`src/core/level_det_pkg.sv`:
```
// constants, register map and state type for the input b level detector
package level_det_pkg;

  // ==========================================================================
  // widths
  localparam int SAMPLE_W = 14;
  localparam int MANT_W = 10;
  localparam int DWELL_W = 20;
  localparam int CTRL_W = 5;
  localparam int HOLD_W = 3;
  localparam int MAX_HOLD = 7;
  localparam int EXT_ADDR_W = 3;
  localparam int DATA_W = 20;
  localparam int BYTE_W = 8;

  // ==========================================================================
  // external microport addresses
  localparam logic [EXT_ADDR_W-1:0] EXT_SLEEP = 3'h3;
  localparam logic [EXT_ADDR_W-1:0] EXT_STATUS = 3'h5;
  localparam logic [EXT_ADDR_W-1:0] EXT_POINTER = 3'h6;
  localparam logic [EXT_ADDR_W-1:0] EXT_DATA = 3'h7;
  localparam int SLEEP_ACCESS_BIT = 5;

  // ==========================================================================
  // channel addresses of the input port b registers
  localparam logic [BYTE_W-1:0] CH_LOWER_B = 8'h04;
  localparam logic [BYTE_W-1:0] CH_UPPER_B = 8'h05;
  localparam logic [BYTE_W-1:0] CH_DWELL_B = 8'h06;
  localparam logic [BYTE_W-1:0] CH_CTRL_B = 8'h07;

  // ==========================================================================
  // gain range control fields
  localparam int POL_BIT = 4;
  localparam int ILV_BIT = 3;
  localparam int HOLD_LSB = 0;

  // ==========================================================================
  // values after reset
  localparam logic [BYTE_W-1:0] RST_SLEEP = 8'h00;
  localparam logic [BYTE_W-1:0] RST_POINTER = 8'h00;
  localparam logic [MANT_W-1:0] RST_LOWER = 10'h000;
  localparam logic [MANT_W-1:0] RST_UPPER = 10'h3FF;
  localparam logic [DWELL_W-1:0] RST_DWELL = 20'h00000;
  localparam logic [CTRL_W-1:0] RST_CTRL = 5'h00;

  // ==========================================================================
  // detector states
  typedef enum logic [1:0] {
    DET_IDLE,
    DET_ACTIVE,
    DET_DWELL
  } det_state_e;

endpackage : level_det_pkg

```
`src/core/latency_if.sv`:
```
// carrier between the detector and its programmable latency line
`timescale 1ns/10ps
`default_nettype none
interface latency_if;
  import level_det_pkg::*;
  logic level_in;
  logic [HOLD_W-1:0] hold_sel;
  logic level_out;
  modport src (output level_in, output hold_sel, input level_out);
  modport line (input level_in, input hold_sel, output level_out);
endinterface : latency_if
`default_nettype wire

```
`src/core/latency_line.sv`:
```
// programmable delay of the level indicator, zero to seven sample clocks
`timescale 1ns/10ps
`default_nettype none
module latency_line
  import level_det_pkg::*;
#(
  parameter int DEPTH = MAX_HOLD
) (
  // clock and reset
  input wire logic clk_i,
  input wire logic reset_n_i,
  // delay taps
  latency_if.line lat
);

  logic [DEPTH-1:0] taps_r;

  // ==========================================================================
  // shift register runs always, so a change of tap takes effect at once
  always_ff @(posedge clk_i or negedge reset_n_i) begin
    if (!reset_n_i) begin
      taps_r <= '0;
    end else begin
      taps_r <= {taps_r[DEPTH-2:0], lat.level_in};
    end
  end

  // tap zero is the undelayed level, each step one clock more
  always_comb begin
    if (lat.hold_sel == '0) begin
      lat.level_out = lat.level_in;
    end else begin
      lat.level_out = taps_r[HOLD_W'(lat.hold_sel - 3'h1)];
    end
  end
endmodule : latency_line
`default_nettype wire

```
`src/core/level_detector_b.sv`:
```
// input port b level detector with dwell release and indicator pins
`timescale 1ns/10ps
`default_nettype none
module level_detector_b
  import level_det_pkg::*;
#(
  parameter int SAMPLE_WIDTH = SAMPLE_W
) (
  // clock and reset
  input wire logic clk_i,
  input wire logic reset_n_i,
  // microport, synchronous to clk_i
  input wire logic [EXT_ADDR_W-1:0] ext_addr_i,
  input wire logic [DATA_W-1:0] wdata_i,
  input wire logic wr_i,
  input wire logic rd_i,
  output logic [DATA_W-1:0] rdata_o,
  // converter input pins
  input wire logic [SAMPLE_WIDTH-1:0] sample_i,
  input wire logic input_b_select_i,
  // level indicator pins
  output logic level_flag_b_primary_o,
  output logic level_flag_b_secondary_o
);

  // ==========================================================================
  // declarations
  logic [BYTE_W-1:0] sleep_r;
  logic [BYTE_W-1:0] channel_addr_pointer_r;
  logic [MANT_W-1:0] lower_r;
  logic [MANT_W-1:0] upper_r;
  logic [DWELL_W-1:0] dwell_r;
  logic [CTRL_W-1:0] ctrl_r;
  logic [SAMPLE_WIDTH-1:0] sample_meta_r;
  logic [SAMPLE_WIDTH-1:0] sample_sync_r;
  logic select_meta_r;
  logic select_sync_r;
  logic [DWELL_W-1:0] cnt_r;
  det_state_e det_state_r;
  logic [MANT_W-1:0] mant;
  logic upper_met;
  logic lower_met;
  logic det_enabled;
  logic access_en;
  logic polarity;
  logic interleave;
  logic level_delayed;
  logic primary_nxt;
  logic secondary_nxt;
  logic [DATA_W-1:0] rdata_nxt;

  latency_if lat ();

  // ==========================================================================
  // pin synchronisers, two flops before any logic
  always_ff @(posedge clk_i or negedge reset_n_i) begin
    if (!reset_n_i) begin
      sample_meta_r <= '0;
      sample_sync_r <= '0;
    end else begin
      sample_meta_r <= sample_i;
      sample_sync_r <= sample_meta_r;
    end
  end

  // the select pin travels the same depth as the samples it qualifies
  always_ff @(posedge clk_i or negedge reset_n_i) begin
    if (!reset_n_i) begin
      select_meta_r <= 1'b0;
      select_sync_r <= 1'b0;
    end else begin
      select_meta_r <= input_b_select_i;
      select_sync_r <= select_meta_r;
    end
  end

  // ==========================================================================
  // register writes through the channel address pointer
  assign access_en = sleep_r[SLEEP_ACCESS_BIT];

  // sleep and pointer are always writable
  always_ff @(posedge clk_i or negedge reset_n_i) begin
    if (!reset_n_i) begin
      sleep_r <= RST_SLEEP;
      channel_addr_pointer_r <= RST_POINTER;
    end else if (wr_i) begin
      if (ext_addr_i == EXT_SLEEP) begin
        sleep_r <= wdata_i[BYTE_W-1:0];
      end
      if (ext_addr_i == EXT_POINTER) begin
        channel_addr_pointer_r <= wdata_i[BYTE_W-1:0];
      end
    end
  end

  // data window only lands while the access bit is set
  always_ff @(posedge clk_i or negedge reset_n_i) begin
    if (!reset_n_i) begin
      lower_r <= RST_LOWER;
      upper_r <= RST_UPPER;
      dwell_r <= RST_DWELL;
      ctrl_r <= RST_CTRL;
    end else if (wr_i && ext_addr_i == EXT_DATA && access_en) begin
      unique case (channel_addr_pointer_r)
        CH_LOWER_B: lower_r <= wdata_i[MANT_W-1:0];
        CH_UPPER_B: upper_r <= wdata_i[MANT_W-1:0];
        CH_DWELL_B: dwell_r <= wdata_i[DWELL_W-1:0];
        CH_CTRL_B: ctrl_r <= wdata_i[CTRL_W-1:0];
        default: ;
      endcase
    end
  end

  // ==========================================================================
  // register reads, unmapped locations answer zero
  always_comb begin
    rdata_nxt = '0;
    unique case (ext_addr_i)
      EXT_SLEEP: rdata_nxt[BYTE_W-1:0] = sleep_r;
      EXT_POINTER: rdata_nxt[BYTE_W-1:0] = channel_addr_pointer_r;
      EXT_STATUS: begin
        rdata_nxt[0] = (det_state_r != DET_IDLE);
        rdata_nxt[1] = (det_state_r == DET_DWELL);
        rdata_nxt[2] = level_flag_b_primary_o;
        rdata_nxt[3] = level_flag_b_secondary_o;
      end
      EXT_DATA: begin
        if (access_en) begin
          unique case (channel_addr_pointer_r)
            CH_LOWER_B: rdata_nxt[MANT_W-1:0] = lower_r;
            CH_UPPER_B: rdata_nxt[MANT_W-1:0] = upper_r;
            CH_DWELL_B: rdata_nxt = dwell_r;
            CH_CTRL_B: rdata_nxt[CTRL_W-1:0] = ctrl_r;
            default: rdata_nxt = '0;
          endcase
        end
      end
      default: rdata_nxt = '0;
    endcase
  end

  // read data holds until the next read strobe
  always_ff @(posedge clk_i or negedge reset_n_i) begin
    if (!reset_n_i) begin
      rdata_o <= '0;
    end else if (rd_i) begin
      rdata_o <= rdata_nxt;
    end
  end

  // ==========================================================================
  // threshold compare on the ten mantissa msbs
  assign mant = sample_sync_r[SAMPLE_WIDTH-1 -: MANT_W];
  assign upper_met = (mant >= upper_r);
  assign lower_met = (mant <= lower_r);
  assign det_enabled = (dwell_r != '0);

  // ==========================================================================
  // detector state machine
  // idle waits for the upper excursion; active and dwell share the release
  // path so that a single sample at or below lower can count from either
  always_ff @(posedge clk_i or negedge reset_n_i) begin
    if (!reset_n_i) begin
      det_state_r <= DET_IDLE;
    end else if (!det_enabled) begin
      det_state_r <= DET_IDLE;
    end else begin
      unique case (det_state_r)
        DET_IDLE: begin
          if (upper_met) begin
            det_state_r <= DET_ACTIVE;
          end
        end
        DET_ACTIVE, DET_DWELL: begin
          if (!lower_met) begin
            det_state_r <= DET_ACTIVE;
          end else if (cnt_r <= 20'h00001) begin
            det_state_r <= DET_IDLE;
          end else begin
            det_state_r <= DET_DWELL;
          end
        end
        default: det_state_r <= DET_IDLE; // unused code falls back to idle
      endcase
    end
  end

  // dwell down-counter, reloaded whenever not counting
  always_ff @(posedge clk_i or negedge reset_n_i) begin
    if (!reset_n_i) begin
      cnt_r <= '0;
    end else if (det_state_r == DET_IDLE || !lower_met || !det_enabled) begin
      cnt_r <= dwell_r;
    end else if (cnt_r > 20'h00001) begin
      cnt_r <= cnt_r - 20'h00001;
    end else begin
      cnt_r <= dwell_r;
    end
  end

  // ==========================================================================
  // latency line, the pins follow the delayed level
  assign lat.level_in = (det_state_r != DET_IDLE);
  assign lat.hold_sel = ctrl_r[HOLD_LSB +: HOLD_W];
  assign level_delayed = lat.level_out;

  latency_line #(
    .DEPTH(MAX_HOLD)
  ) u_latency (
    .clk_i(clk_i),
    .reset_n_i(reset_n_i),
    .lat(lat.line)
  );

  // ==========================================================================
  // pin steering and polarity
  assign polarity = ctrl_r[POL_BIT];
  assign interleave = ctrl_r[ILV_BIT];

  always_comb begin
    if (interleave) begin
      primary_nxt = polarity ^ (level_delayed & ~select_sync_r);
      secondary_nxt = polarity ^ (level_delayed & select_sync_r);
    end else begin
      primary_nxt = polarity ^ level_delayed;
      secondary_nxt = ~(polarity ^ level_delayed);
    end
  end

  // pins straight from flops; polarity inverts the active level
  always_ff @(posedge clk_i or negedge reset_n_i) begin
    if (!reset_n_i) begin
      level_flag_b_primary_o <= 1'b0;
      level_flag_b_secondary_o <= 1'b1;
    end else begin
      level_flag_b_primary_o <= primary_nxt;
      level_flag_b_secondary_o <= secondary_nxt;
    end
  end
endmodule : level_detector_b
`default_nettype wire

```
`config.mk`:
```
export PLATFORM = sky130hd
export DESIGN_NAME = level_detector_b
export DESIGN_NICKNAME = d
export VERILOG_FILES = /design/src/core/level_det_pkg.sv /design/src/core/latency_if.sv /design/src/core/latency_line.sv /design/src/core/level_detector_b.sv
export SDC_FILE = /design/constraint.sdc
export NUM_CORES = 1
export LEC_CHECK = 0
export BUFFER_PORTS_ARGS = -buffer_cell sky130_fd_sc_hd__buf_2
export CORE_UTILIZATION = 32
export DETAILED_ROUTE_END_ITERATION = 7
export HOLD_SLACK_MARGIN = 0.15
export PLACE_DENSITY_LB_ADDON = 0.3
export SLEW_MARGIN = 0
export SYNTH_ARGS = -nofsm -noshare
export SYNTH_HDL_FRONTEND = slang
export SYNTH_SLANG_ARGS = --single-unit
```
`constraint.sdc`:
```
create_clock -name clk_i -period 2.3 [get_ports clk_i]
set_input_delay 0.46 -clock clk_i [delete_from_list [all_inputs] [get_ports clk_i]]
set_output_delay 0.46 -clock clk_i [all_outputs]
set_load 0.01 [all_outputs]
```
## Yosys cells after proc, flatten, opt, wreduce, memory -nomap -nowiden

Index checks and enable logic that the tools add are counted.

- Register bits after elaboration: 142
- Word-level logic and storage cells: 77
- Bits of input ports: 42

- Add/sub/neg operators: 2
- Equal/unequal tests: 11
- Magnitude comparators: 5
- Reductions and logical operators: 17
- Bitwise gates (word level): 7
- Muxes and demuxes: 19

Operators by type and width:

| operator | number |
|---|---|
| $mux 20 | 3 |
| $eq 8x3->1 const B | 4 |
| $gt 20x1->1 const B | 1 |
| $le 20x1->1 const B | 1 |
| $pmux 5 s4 | 1 |
| $reduce_bool 20->1 | 1 |
| $sub 20x1->20 const B | 1 |
| $pmux 4 s4 | 1 |
| $pmux 5 s3 | 1 |
| $mux 12 | 1 |
| $pmux 4 s3 | 1 |
| $reduce_and 2->1 | 6 |
| $ge 10x10->1 | 1 |
| $le 10x10->1 | 1 |
| $mux 10 | 1 |
| $eq 3x3->1 const B | 3 |
| $mux 2 | 4 |
| $lt 3x4->1 const B | 1 |
| $mux 1 | 4 |
| $pmux 2 s2 | 1 |
| $bmux 1 s3 | 1 |
| $eq 3x2->1 const B | 1 |
| $logic_not 3->1 | 1 |
| $ne 3x3->1 const B | 1 |
| 12 further kinds | 19 |

## Longest topological paths before layout

- Depth in word-level cells: 7
- Mapped depth: 8
- Gate-level depth less buffers: 7

## By module

A second synthesis with hierarchy kept.

- Cell total of the unflattened synthesis: 512
- Area, all modules: 6342.3 um^2

By module, submodules not included:

| module | area an instance (um^2) | sequential area each (um^2) | instances | cells an instance |
|---|---|---|---|---|
| level_detector_b | 6047.0 | 3191.8 | 1 | 491 |
| latency_line | 295.3 | 175.2 | 1 | 21 |

## Worst setup path after synthesis

Ideal clock, no wire load.

- Path kind: reg2reg
- Start point: reg lower_r[3]
- End point: reg cnt_r[12]
- Setup slack: 47 ps
- Path buffers: 1
- Arrival time: 2125 ps
- Library setup time: 128 ps
- Stages on the path, launching flop included: 9
- Cell sequence: dfrtp_1 inv_1 ha_1 a21o_1 a21o_1 a2111oi_1 o21ai_1 buf_4 mux2_1

- Word-level cells in the longest chain between the ends: 5

RTL lines:

| element | RTL line | source |
|---|---|---|
| start: declaration | level_detector_b.sv:30 | `logic [MANT_W-1:0] lower_r;` |
| start signal: assignment | level_detector_b.sv:105 | `CH_LOWER_B: lower_r <= wdata_i[MANT_W-1:0];` |
| $le 10x10->1 | level_detector_b.sv:155 | `assign lower_met = (mant <= lower_r);` |
| $logic_not 1->1 | level_detector_b.sv:192 | `end else if (det_state_r == DET_IDLE \|\| !lower_met \|\| !det_enabled) begin` |
| $logic_or 1x1->1 (2 in series) | level_detector_b.sv:192 |  |
| $mux 20 | level_detector_b.sv:192 |  |
| end signal: assignment | level_detector_b.sv:193 | `cnt_r <= dwell_r;` |
| end signal: assignment | level_detector_b.sv:195 | `cnt_r <= cnt_r - 20'h00001;` |
| end signal: assignment | level_detector_b.sv:197 | `cnt_r <= dwell_r;` |
| end: declaration | level_detector_b.sv:38 | `logic [DWELL_W-1:0] cnt_r;` |

Every way passes these cells.
A chain may end at the register's enable or synchronous reset.

## Worst setup path after layout

- Start point: reg lower_r[7]
- End point: reg cnt_r[5]

Same word-level chain as after synthesis.

==> impl_metrics.py <==
metrics = {
    "timing": {
        "hold_viol": 0,
        "slew_headroom_pct": 57.1,
        "setup_viol": 0,
        "fin_crit_sh_pct": 98.7,
        "timing.final.ws_setup_ns": 0.0289,
        "hold-worst-slack_ns": 0.282,
        "rsz0062_at_grt": "true",
        "tightest_slew_ns": 0.644,
        "period_needed_ns": 2.27,
        "max_freq_mhz": 440,
        "maxSlewViolCount": 0,
        "finClkSkew_ns": 0.00785,
    },
    "floorplanning": {
        "die_w_um": 143,
        "die_h_um": 143,
        "die_area_um2": 20600,
        "core_um2": 19500,
        "rows": 51,
        "initial_core_util_pct": 32.8,
        "io_pins": 64,
    },
    "placement": {
        "io_buffers": 59,
        "place.gp.congestion": 0.823,
        "dp.final_hpwl_mm": 11.4,
        "dp_slack_ns": -0.0402,
    },
    "yosys": {
        "ys_ff_latch": 134,
        "syn_nets": 594,
        "ys.flop_type": "dfrtp_1",
        "yosys_warnings": 0,
        "synth_top_family_by_area": "multiplexers",
        "synth_area_per_cell_um2": 12.2,
        "syn-cell-area_um2": 6400,
        "synth_top_area_share_pct": 48.1,
        "async_flop_share_pct": 100,
        "synth_compound_area_share_pct": 7.88,
        "synthAdderAreaFrac_pct": 5.28,
        "synth_area_leaders": "dfrtp_1, mux2_2, ha_1",
        "synth.area.mux_share_pct": 17.9,
        "yosysTopAreaCell": "dfrtp_1",
        "synth_xor_area_share_pct": 2.33,
        "synth_edf_count": 0,
        "syn-instance-count": 525,
        "synthSimpleGateAreaFrac_pct": 9.68,
        "synth-seq-area-share_pct": 52.6,
        "yosysUniqueCellTypes": 56,
    },
    "critical_path": {
        "endpoint_kind": "flip-flop",
        "slowest_stage": "dfrtp_1",
        "worstPathMaxFanout": 5,
        "cp_top_family": "buffers and inverters",
        "cp_cell_sequence": "inv_2 > ha_4 > nand4_1 > buf_4 > o31ai_2 > o21ai_4 > buf_12 > buf_16 > mux2_4",
        "worst_ep_required_time_ns": 2.59,
        "cp_num_buf_inv": 4,
        "start_kind": "flip-flop",
        "worst_path_largest_cell_delay_ns": 0.39,
        "cp.arrival_ns": 2.57,
        "path_class": "reg -> reg",
    },
    "finish": {
        "nFillCells": 1819,
        "final_nets": 714,
        "antenna_cells": 0,
        "syn2layout_area_growth_pct": 30.8,
        "drive_gt1_share_pct": 40.6,
    },
    "global_route": {
        "track_usage_pct": 16.5,
        "grt_pass1_wl_mm": 25.3,
        "grt_pass1_vias": 4602,
        "grt_max_degree": 67,
        "antenna_found_initial": 0,
        "gr-total-overflow": 0,
    },
    "route": {
        "drt_iter0_drc": 172,
        "top_layer": "met4",
        "final_antenna_net_count": 0,
        "drt-met1-wl_mm": 7.30,
        "drc": 0,
        "wire_per_inst_um": 17.3,
        "wl_met3_um": 606,
        "vias": 4473,
        "routed_wl_mm": 15.9,
        "drt-vias-per-instance": 4.85,
        "firstDrtPassIters": 7,
        "wl_met2_mm": 7.86,
    },
    "clocking": {
        "cts_buffers": 17,
        "clock_latency_ns": 0.41,
        "clk_pin_slew_ns": 0.06,
        "root_buffer": "clkbuf_16",
        "htree_num_levels": 4,
        "cts_sinks": 134,
        "cts_buffer_depth": 2,
        "tritoncts": "built",
    },
    "pwr": {
        "power_density_nw_per_um2": 932,
        "vdd_drop_max_v": 0.000487,
        "power_leakage_nw": 3.90,
    },
    "status": {
        "outcome": "finished, final reports clean",
    },
    "run": {
        "maxCapViolations": 0,
    },
    "min_path": {
        "min_path_type": "in -> reg",
    },
}
-- sequential cells by signal, indices dropped and copies added (netlist names), 2 cells and up --
register and cells:
sample_meta_r 10, sample_sync_r 10, lower_r 10, rdata_o 20, ctrl_r 5, channel_addr_pointer_r 8
det_state_r 2, upper_r 10, u_latency.taps_r 7, sleep_r 8, cnt_r 20, dwell_r 20
-- what timing repair did --
item	in CTS	in global routing
gates resized for setup	15	27
pin swaps	2	12
buffers inserted	0	8
hold endpoints to repair	62	0
cloned	3	0
endpoints found under the setup margin	29	58
hold buffers	12	0
-- metal layers --
layer,vias up,GRT usage [%]
li1,2141,-
met1,2229,20.7
met2,93,27.6
met3,10,4.57
met4,0,4.54
met5,-,0
-- cell usage in the layout (no fill, tap or decap), types with 3 or more instances in the layout --
master / count
dfrtp_1: 123
mux2_2: 70
buf_2: 58
inv_1: 44
buf_4: 44
nand2_1: 33
o21ai_0: 22
ha_1: 21
clkbuf_16: 17
nor2_1: 14
dlygate4sd3_1: 12
dfstp_2: 11
mux2i_1: 10
a21oi_1: 10
xor2_1: 9
mux2_4: 9
xnor2_1: 8
nor4_1: 7
mux4_2: 7
a22o_1: 7
or4_1: 6
nor3_1: 6
ha_4: 6
or3_1: 5
nand4_1: 5
nor2b_1: 5
o22ai_1: 5
buf_12: 5
nand3_1: 4
a222oi_1: 4
bufinv_16: 4
clkinv_2: 4
inv_2: 3
o31ai_1: 3
a211o_1: 3
a22oi_1: 3
clkinvlp_4: 3
-- stage by stage --
stage / instances / utilization (%) / TNS (ns) / power (mW) / area, um2
floorplan: 525 / - / 0 / 3.96 / 6400
global placement: 869 / 37.4 / -0.0439 / 4.53 / 7300
detailed placement: 869 / 37.4 / -0.286 / 4.60 / 7300
CTS: 916 / 41.8 / -0.162 / 7.68 / 8160
global route: 923 / 42.9 / -0.392 / 8.19 / 8370
finish: 923 / 42.9 / 0 / 7.80 / 8370
-- Yosys cell counts (8+ instances only) --
library cell / n
xor2_1: 9
clkbuf_1: 12
ha_1: 27
mux2_2: 78
xnor2_1: 8
inv_1: 47
a21oi_1: 12
or4_1: 8
nand2_1: 34
dfrtp_1: 123
nor2_1: 14
dfstp_2: 11
o21ai_0: 23
mux2i_1: 10
-- area by class of cell --
class | instances | area, um2 | share of cell area, %
clock buffers | 19 | 443 | 5.29
well taps | 265 | 332 | 3.96
inverters | 47 | 176 | 2.11
clock inverters | 13 | 180 | 2.15
repair buffers | 123 | 918 | 11.0
multi-input cells | 322 | 2960 | 35.3
flip-flops and latches | 134 | 3370 | 40.2
-- report_power, final --
| group | internal [mW] | total, mW | switching, mW |
|---|---|---|---|
| sequential | 2.65 | 2.86 | 0.216 |
| combinational | 1.11 | 2.09 | 0.982 |
| clock | 1.84 | 2.84 | 1.01 |
-- path summary, 6_finish.rpt --
path,startpoint,to,slack (ns),cells past startpoint
worst max register to register,lower_r[7],cnt_r[5],0.03,9
max in group asynchronous,reset_n_i,sleep_r[4],1.02,3
min in group asynchronous,reset_n_i,channel_addr_pointer_r[1],0.64,2
worst min register to register,sample_meta_r[7],sample_sync_r[7],0.35,0
worst min-delay path,wdata_i[11],dwell_r[11],0.28,2
worst max-delay path,lower_r[7],cnt_r[5],0.03,9
-- cell families (layout without fill, tap and decap cells) --
kind of cell / Yosys count / count (layout)
AO/OA/AOI/OAI: 75 / 75
XOR/XNOR: 17 / 17
adder cells (fa/ha/maj): 27 / 27
buffers and inverters: 69 / 202
flip-flops: 134 / 134
multiplexers: 96 / 96
AND/OR/NAND/NOR: 107 / 107
No activity file was read; power rests on OpenSTA's default activity.
